**src/design/ues_defs.svh**
```systemverilog
// ues_defs.svh: error codes, timing counts and log sizes of the unit error supervisor
// assumes: included by bare name from the design module, the checker and the bench
`ifndef UES_DEFS_SVH
`define UES_DEFS_SVH

// posted error codes
`define UES_CODE_NONE        16'h0000
`define UES_CODE_REFRESH     16'h0007
`define UES_CODE_HOST_FAULT  16'h0009
`define UES_CODE_SLOWDOWN    16'h000A
`define UES_CODE_SETUP       16'h000B
`define UES_CODE_POS_DATA    16'h000C
`define UES_CODE_LOG_CORRUPT 16'h000D

// refresh watchdog: longest gap between refresh strobes, in microseconds
`define UES_REFRESH_TIMEOUT_US 1000
`define UES_CLK_MHZ            20
`define UES_REFRESH_CYCLES     (`UES_REFRESH_TIMEOUT_US * `UES_CLK_MHZ)

// error log depth and pointer width
`define UES_LOG_DEPTH 16
`define UES_LOG_AW    4

`endif

```
**src/design/ues_pkg.sv**
```systemverilog
// ues_pkg.sv: types of the unit error supervisor
// assumes: nothing beyond the definitions header
package ues_pkg;

  // stop type posted with an error
  typedef enum logic [1:0] {
    UES_STOP_NONE,
    UES_STOP_DECEL,
    UES_STOP_EMERG
  } ues_stop_t;

  // status word handed to the host
  typedef struct packed {
    logic        active;
    ues_stop_t   stop;
    logic [15:0] code;
  } ues_status_t;

  // sticky error sources, one bit each
  typedef struct packed {
    logic log_corrupt;
    logic pos_data;
    logic setup;
    logic slowdown;
    logic host_fault;
    logic refresh;
  } ues_err_t;

  // log scrub sequencer
  typedef enum logic [1:0] {
    UES_LOG_IDLE,
    UES_LOG_CHECK,
    UES_LOG_ERASE
  } ues_log_state_t;

endpackage

```
**src/design/ues_supervisor.sv**
```systemverilog
// ues_supervisor.sv: unit error supervisor for a motion control module
// assumes: pendant and host status inputs are asynchronous and are synchronised here;
// refresh, reset, restart and transfer strobes come from logic on core_clk_i
`timescale 1ns/1ps
`include "ues_defs.svh"
`default_nettype none

module ues_supervisor #(
  parameter int REFRESH_CYCLES = `UES_REFRESH_CYCLES,
  parameter int LOG_DEPTH      = `UES_LOG_DEPTH
) (
  input  wire logic                  core_clk_i,
  input  wire logic                  rst_i,
  input  wire logic                  refresh_i,
  input  wire logic                  host_fault_error_i,
  input  wire logic                  pendant_slowdown_error_i,
  input  wire logic                  param_new_i,
  input  wire logic [31:0]           param_data_i,
  input  wire logic                  host_block_read_i,
  input  wire logic                  host_block_read_bad_i,
  input  wire logic                  log_bad_i,
  input  wire logic                  err_reset_i,
  input  wire logic                  host_restart_i,
  input  wire logic                  log_wr_i,
  output var  ues_pkg::ues_status_t  status_o,
  output logic                       emerg_stop_o,
  output logic                       pendant_slowdown_error_o,
  output logic [31:0]                active_param_o,
  output logic                       log_busy_o
);

  // -----------------------------------------------------------------
  // input synchronisers
  // -----------------------------------------------------------------
  logic [1:0] sync1_q, sync1_d, sync2_q, sync2_d;
  logic       host_fault_s, slowdown_s;

  // two stages for the asynchronous host fault and pendant key
  always_comb begin
    sync1_d = {host_fault_error_i, pendant_slowdown_error_i};
    sync2_d = sync1_q;
  end

  always_ff @(posedge core_clk_i) begin
    if (rst_i) begin
      sync1_q <= 2'h0;
      sync2_q <= 2'h0;
    end else begin
      sync1_q <= sync1_d;
      sync2_q <= sync2_d;
    end
  end

  assign host_fault_s = sync2_q[1];
  assign slowdown_s   = sync2_q[0];

  // -----------------------------------------------------------------
  // refresh watchdog
  // -----------------------------------------------------------------
  logic [31:0] wd_q, wd_d;
  logic        wd_expire;

  // counts cycles since the last refresh strobe or restart
  always_comb begin
    wd_d      = wd_q;
    wd_expire = 1'b0;
    if (refresh_i || host_restart_i) begin
      wd_d = 32'h0;
    end else if (wd_q >= 32'(REFRESH_CYCLES - 1)) begin
      wd_expire = 1'b1;
    end else begin
      wd_d = wd_q + 32'h1;
    end
  end

  always_ff @(posedge core_clk_i) begin
    if (rst_i) begin
      wd_q <= 32'h0;
    end else begin
      wd_q <= wd_d;
    end
  end

  // -----------------------------------------------------------------
  // error log with power-up check and scrub
  // -----------------------------------------------------------------
  logic [15:0]            log_mem [LOG_DEPTH];
  logic [`UES_LOG_AW-1:0] wptr_q, wptr_d, scrub_q, scrub_d;
  ues_pkg::ues_log_state_t lst_q, lst_d;
  logic                   log_corrupt_evt;
  logic                   scrub_we;
  logic                   rec_we;

  // after reset or restart, check the log once, erase it when bad
  always_comb begin
    lst_d           = lst_q;
    scrub_d         = scrub_q;
    log_corrupt_evt = 1'b0;
    scrub_we        = 1'b0;
    unique case (lst_q)
      ues_pkg::UES_LOG_IDLE: begin
        if (host_restart_i) begin
          lst_d = ues_pkg::UES_LOG_CHECK;
        end
      end
      ues_pkg::UES_LOG_CHECK: begin
        if (log_bad_i) begin
          log_corrupt_evt = 1'b1;
          scrub_d         = '0;
          lst_d           = ues_pkg::UES_LOG_ERASE;
        end else begin
          lst_d = ues_pkg::UES_LOG_IDLE;
        end
      end
      ues_pkg::UES_LOG_ERASE: begin
        scrub_we = 1'b1;
        scrub_d  = scrub_q + 1'b1;
        if (scrub_q == `UES_LOG_AW'(LOG_DEPTH - 1)) begin
          lst_d = ues_pkg::UES_LOG_IDLE;
        end
      end
      default: begin
        lst_d = ues_pkg::UES_LOG_IDLE;                     // unused code falls back to idle
      end
    endcase
  end

  always_ff @(posedge core_clk_i) begin
    if (rst_i) begin
      lst_q   <= ues_pkg::UES_LOG_CHECK;
      scrub_q <= '0;
    end else begin
      lst_q   <= lst_d;
      scrub_q <= scrub_d;
    end
  end

  // -----------------------------------------------------------------
  // sticky error flags
  // -----------------------------------------------------------------
  ues_pkg::ues_err_t err_q, err_d, err_set, err_new;

  // sets win over clears; refresh and host fault clear only on restart, the rest also on error reset
  always_comb begin
    err_set             = '0;
    err_set.refresh     = wd_expire;
    err_set.host_fault  = host_fault_s;
    err_set.slowdown    = slowdown_s;
    err_set.setup       = param_new_i;
    err_set.pos_data    = host_block_read_i && host_block_read_bad_i;
    err_set.log_corrupt = log_corrupt_evt;
    err_d = err_q;
    if (host_restart_i) begin
      err_d = '0;
    end else if (err_reset_i) begin
      err_d.slowdown    = 1'b0;
      err_d.setup       = 1'b0;
      err_d.pos_data    = 1'b0;
      err_d.log_corrupt = 1'b0;
    end
    err_d   = err_d | err_set;
    err_new = err_set & ~err_q;
  end

  always_ff @(posedge core_clk_i) begin
    if (rst_i) begin
      err_q <= '0;
    end else begin
      err_q <= err_d;
    end
  end

  // -----------------------------------------------------------------
  // posted code and stop outputs
  // -----------------------------------------------------------------
  ues_pkg::ues_status_t st_q, st_d;
  logic                 emerg_q, emerg_d, decel_q, decel_d;

  // code of the highest-priority source set in e
  function automatic logic [15:0] ues_code(input ues_pkg::ues_err_t e);
    if (e.host_fault)       return `UES_CODE_HOST_FAULT;
    else if (e.refresh)     return `UES_CODE_REFRESH;
    else if (e.log_corrupt) return `UES_CODE_LOG_CORRUPT;
    else if (e.pos_data)    return `UES_CODE_POS_DATA;
    else if (e.setup)       return `UES_CODE_SETUP;
    else if (e.slowdown)    return `UES_CODE_SLOWDOWN;
    else                    return `UES_CODE_NONE;
  endfunction

  // true while the flag behind a posted code is still set
  function automatic logic ues_live(input ues_pkg::ues_err_t e, input logic [15:0] c);
    return (e.host_fault  && (c == `UES_CODE_HOST_FAULT))  ||
           (e.refresh     && (c == `UES_CODE_REFRESH))     ||
           (e.log_corrupt && (c == `UES_CODE_LOG_CORRUPT)) ||
           (e.pos_data    && (c == `UES_CODE_POS_DATA))    ||
           (e.setup       && (c == `UES_CODE_SETUP))       ||
           (e.slowdown    && (c == `UES_CODE_SLOWDOWN));
  endfunction

  // latest code stands until its own flag is cleared
  always_comb begin
    st_d    = st_q;
    emerg_d = err_d.host_fault;
    decel_d = |{err_d.refresh, err_d.slowdown, err_d.setup,
                err_d.pos_data, err_d.log_corrupt};
    if (|err_new) begin
      st_d.active = 1'b1;
      st_d.code   = ues_code(err_new);
      st_d.stop   = err_new.host_fault ? ues_pkg::UES_STOP_EMERG
                                       : ues_pkg::UES_STOP_DECEL;
    end else if (st_q.active && !ues_live(err_d, st_q.code)) begin
      st_d.active = |err_d;
      st_d.code   = ues_code(err_d);
      st_d.stop   = !(|err_d) ? ues_pkg::UES_STOP_NONE
                  : err_d.host_fault ? ues_pkg::UES_STOP_EMERG
                                     : ues_pkg::UES_STOP_DECEL;
    end
  end

  always_ff @(posedge core_clk_i) begin
    if (rst_i) begin
      st_q    <= '{active: 1'b0, stop: ues_pkg::UES_STOP_NONE, code: `UES_CODE_NONE};
      emerg_q <= 1'b0;
      decel_q <= 1'b0;
    end else begin
      st_q    <= st_d;
      emerg_q <= emerg_d;
      decel_q <= decel_d;
    end
  end

  // -----------------------------------------------------------------
  // log writes: new codes recorded, scrub writes zero
  // -----------------------------------------------------------------
  assign rec_we = (|err_new) && !scrub_we;

  always_comb begin
    wptr_d = wptr_q;
    if (scrub_we) begin
      wptr_d = '0;
    end else if (rec_we || log_wr_i) begin
      wptr_d = wptr_q + 1'b1;
    end
  end

  always_ff @(posedge core_clk_i) begin
    if (rst_i) begin
      wptr_q <= '0;
    end else begin
      wptr_q <= wptr_d;
    end
    if (scrub_we) begin
      log_mem[scrub_q] <= `UES_CODE_NONE;
    end else if (rec_we) begin
      log_mem[wptr_q] <= ues_code(err_new);
    end
  end

  // -----------------------------------------------------------------
  // parameter set: new values wait for a reset
  // -----------------------------------------------------------------
  logic [31:0] pend_q, pend_d, act_q, act_d;
  logic        boot_q, boot_d, busy_q, busy_d;

  // pending set loads into the active set only in the first cycle after reset
  always_comb begin
    pend_d = param_new_i ? param_data_i : pend_q;
    act_d  = boot_q ? pend_q : act_q;
    boot_d = 1'b0;
    busy_d = (lst_d != ues_pkg::UES_LOG_IDLE);
  end

  always_ff @(posedge core_clk_i) begin
    if (rst_i) begin
      boot_q <= 1'b1;
      busy_q <= 1'b1;
    end else begin
      pend_q <= pend_d;
      act_q  <= act_d;
      boot_q <= boot_d;
      busy_q <= busy_d;
    end
  end

  // outputs straight from flip-flops
  assign status_o       = st_q;
  assign emerg_stop_o   = emerg_q;
  assign pendant_slowdown_error_o   = decel_q;
  assign active_param_o = act_q;
  assign log_busy_o     = busy_q;

endmodule

`default_nettype wire

```
**config.mk**
```make
export PLATFORM = sky130hd
export DESIGN_NAME = ues_supervisor
export DESIGN_NICKNAME = d
export VERILOG_FILES = /design/src/design/ues_pkg.sv /design/src/design/ues_supervisor.sv
export VERILOG_INCLUDE_DIRS = /design/src /design/src/design
export SDC_FILE = /design/constraint.sdc
export NUM_CORES = 1
export LEC_CHECK = 0
export BUFFER_PORTS_ARGS = -buffer_cell sky130_fd_sc_hd__buf_2
export CAP_MARGIN = 20
export CORE_MARGIN = 8
export CORE_UTILIZATION = 55
export CTS_BUF_LIST = sky130_fd_sc_hd__clkbuf_4 sky130_fd_sc_hd__clkbuf_8
export DETAILED_ROUTE_END_ITERATION = 6
export PLACE_DENSITY = 0.81
export SYNTH_ARGS = -nofsm -noshare
export SYNTH_HDL_FRONTEND = slang
export SYNTH_SLANG_ARGS = --single-unit
```
**constraint.sdc**
```tcl
create_clock -name core_clk_i -period 8.4 [get_ports core_clk_i]
set_clock_uncertainty 0.2 [all_clocks]
set_input_delay 1.68 -clock core_clk_i [delete_from_list [all_inputs] [get_ports core_clk_i]]
set_output_delay 1.68 -clock core_clk_i [all_outputs]
set_load 0.02 [all_outputs]
```
==> impl_metrics.csv <==
group,metric,value,unit
logic_synthesis,synth-seq-cells,122,
cts,cts.repair.resized,0,
drt,wl_per_cell,16.5,µm
timing,tns,0,ns
timing,period_share,0.416,
logic_synthesis,syn_area,0.00454,mm²
die,rows,33,
cts,numCtsBuffers,17,
pwr,p_total,1.27,mW
cts,clock_latency,0.42,ns
die,die_x,107,µm
timing,report.final.slew_viol_count,0,
timing,finalHoldViolations,0,
logic_synthesis,synth_top_area_cell,"edfxtp_1",
cts,postCtsSetupBuffers,0,
logic_synthesis,async_flop_share,0,
cts,cts.sinks,122,
die,dieArea,0.0114,mm²
placement,dp_hpwl,6580,µm
logic_synthesis,syn_avg_cell_area,12.7,µm²
placement,portBuffers,84,
worst_setup_path,cp_max_fo,11,
timing,slew_headroom,0.595,
logic_synthesis,synth_commonest_cells,"edfxtp_1, dfxtp_1, nor2_1, and3_1, a21oi_1",
cts,cts_tree,"done",
pwr,p_clk_frac,0.407,
worst_setup_path,cp-start-kind,"input port",
cells_and_area,diodes,0,
logic_synthesis,yosysSeqAreaShare,0.680,
cells_and_area,area_growth,19.8,%
pwr,ir_worst_vdd,0.123,mV
worst_setup_path,crit_type,"in -> reg",
cts,cts-root-buf,"clkbuf_8",
cts,clk_pin_slew_worst_paths,0.08,ns
logic_synthesis,yosysMostFrequentCell,"edfxtp_1",
pwr,p_sw,311,µW
min_path,worstHoldPathType,"reg -> reg",
pwr,switching_share,0.245,
run,drv_cap,0,
global_routing,grt_start_max_net_pins,33,
logic_synthesis,synth_top_area_frac,0.424,
pwr,power_frac_seq,0.524,
logic_synthesis,synth_cell_types,61,
logic_synthesis,ys_top_cells_by_area,"edfxtp_1, dfxtp_1, and3_1",
global_routing,track_usage,0.164,
cts,clockBufferDepth,2,
logic_synthesis,synth_edf_count,64,
timing,fmax,286,MHz
drt,ant_nets,0,
placement,gp_congestion,0.894,
logic_synthesis,syn-instance-count,357,
worst_setup_path,arrival,3.61,ns
die,fp.coreArea,0.00809,mm²
logic_synthesis,ys.flop_type,"edfxtp_1",
cts,postCtsHoldBufs,0,
die,die_h,107,µm
drt,drc_errors,0,
timing,rsz0062_at_grt,"no",
worst_setup_path,worstPathRequired,8.51,ns
timing,hold_ws,0.218,ns
timing,worst_pin_slew,0.599,ns
global_routing,overflow,0,
cells_and_area,drive_gt1_frac,0.288,
global_routing,grt_antenna_before_repair,0,
logic_synthesis,yosys_warnings,0,
global_routing,grt_pass1_wl,14700,µm
die,pin_count,98,
pwr,p_per_area,233,mW/mm²
drt,dr.pass1.iters,4,
die,start_util,0.561,
drt,vias,3076,
cells_and_area,utilization,0.671,
global_routing,grt_pass1_vias,3024,
timing,finalSetupViolations,0,
drt,vias_per_cell,5.39,
drt,routed_wl,9400,µm
outcome,status,"finished, final reports clean",
cts,htree_levels,4,
timing,final.min_clock_period,3.49,ns
worst_setup_path,worst_setup_path_end_kind,"register",
pwr,p_int,956,µW
drt,drt_iter0_drc,192,
pwr,leakage,2.14,nW
pwr,p_comb_frac,0.069,
cells_and_area,nets,499,
power by group through the flow:
stage / logic, mW / registers (mW) / clock network, mW
after floorplan: 0.0510 / 0.684 / 0
after global placement: 0.0848 / 0.676 / 0
after detailed placement: 0.0867 / 0.677 / 0
after CTS: 0.0875 / 0.664 / 0.529
after global routing: 0.0955 / 0.666 / 0.552
final: 0.0875 / 0.664 / 0.516
layout make-up:
type,instances,area (µm²)
Clock buffer,18,241
Tap cell,105,131
Multi-Input combinational cell,216,1340
Timing Repair Buffer,88,450
Fill cell,596,2660
Clock inverter,14,163
Inverter,8,30.0
Sequential cell,122,3080
state kept, by name, summed over array words and instances (netlist names):
name,cells
wd_q,32
boot_q,1
status_o,7
sync2_q,2
err_q,5
log_busy_o,1
sync1_q,2
emerg_stop_o,1
pend_q,32
pendant_slowdown_error_o,1
lst_q,2
active_param_o,32
scrub_q,4
layer usage:
| metal | share of wire | vias to the layer above | global-route usage |
|---|---|---|---|
| met5 | 0 | - | 0 |
| met4 | 0.0099 | 0 | 0.0583 |
| met3 | 0.087 | 11 | 0.0636 |
| met2 | 0.46 | 108 | 0.255 |
| met1 | 0.44 | 1447 | 0.204 |
| li1 | - | 1510 | - |
placed cells by master (no fill, tap or decap), drive strengths merged, types with 3 or more instances in the layout:
| cell type | instances |
|---|---|
| and3 | 19 |
| or3b | 3 |
| nor3 | 7 |
| conb | 12 |
| o31ai | 3 |
| inv | 13 |
| nor2 | 30 |
| nor4 | 6 |
| a311oi | 4 |
| clkbuf | 18 |
| a21oi | 18 |
| mux2i | 3 |
| clkinv | 3 |
| clkinvlp | 4 |
| nand3 | 7 |
| dfxtp | 58 |
| xor2 | 6 |
| nor2b | 12 |
| or3 | 7 |
| buf | 88 |
| o21ai | 10 |
| o21a | 3 |
| xnor2 | 3 |
| nand4 | 10 |
| nand2 | 16 |
| edfxtp | 64 |
metrics by stage:
step / area, µm² / instances / worst slack, ns
final: 5430 / 571 / 4.91
after global routing: 5430 / 571 / 4.78
after CTS: 5430 / 571 / 4.94
after detailed placement: 5030 / 539 / 4.49
after global placement: 5030 / 539 / 4.50
after floorplan: 4580 / 368 / 4.44
worst max-delay path, cell delays in order:
cell,delay [ns]
buf_2,0.18
or3b_1,0.41
a32o_1,0.28
o21ai_1,0.23
a21oi_1,0.14
or3_4,0.43
a31o_2,0.25
cell families after synthesis:
group,after synthesis,share of synthesized area
AO/OA/AOI/OAI,58,0.0894
XOR/XNOR,9,0.0174
adder cells (fa/ha/maj),2,0.00551
buffers and inverters,30,0.0364
flip-flops,122,0.680
multiplexers,3,0.00662
other,1,0.000827
AND/OR/NAND/NOR,132,0.164
worst paths after layout:
kind         slack (ns)           endpoint            from  cells after the start
max                4.91       status_o[17]  host_restart_i                      7
min                0.22  active_param_o[5]       pend_q[5]                      0
max reg2reg        5.73        status_o[3]         wd_q[0]                      8
min reg2reg        0.22  active_param_o[5]       pend_q[5]                      0
Power figures use the tool's default switching activity.
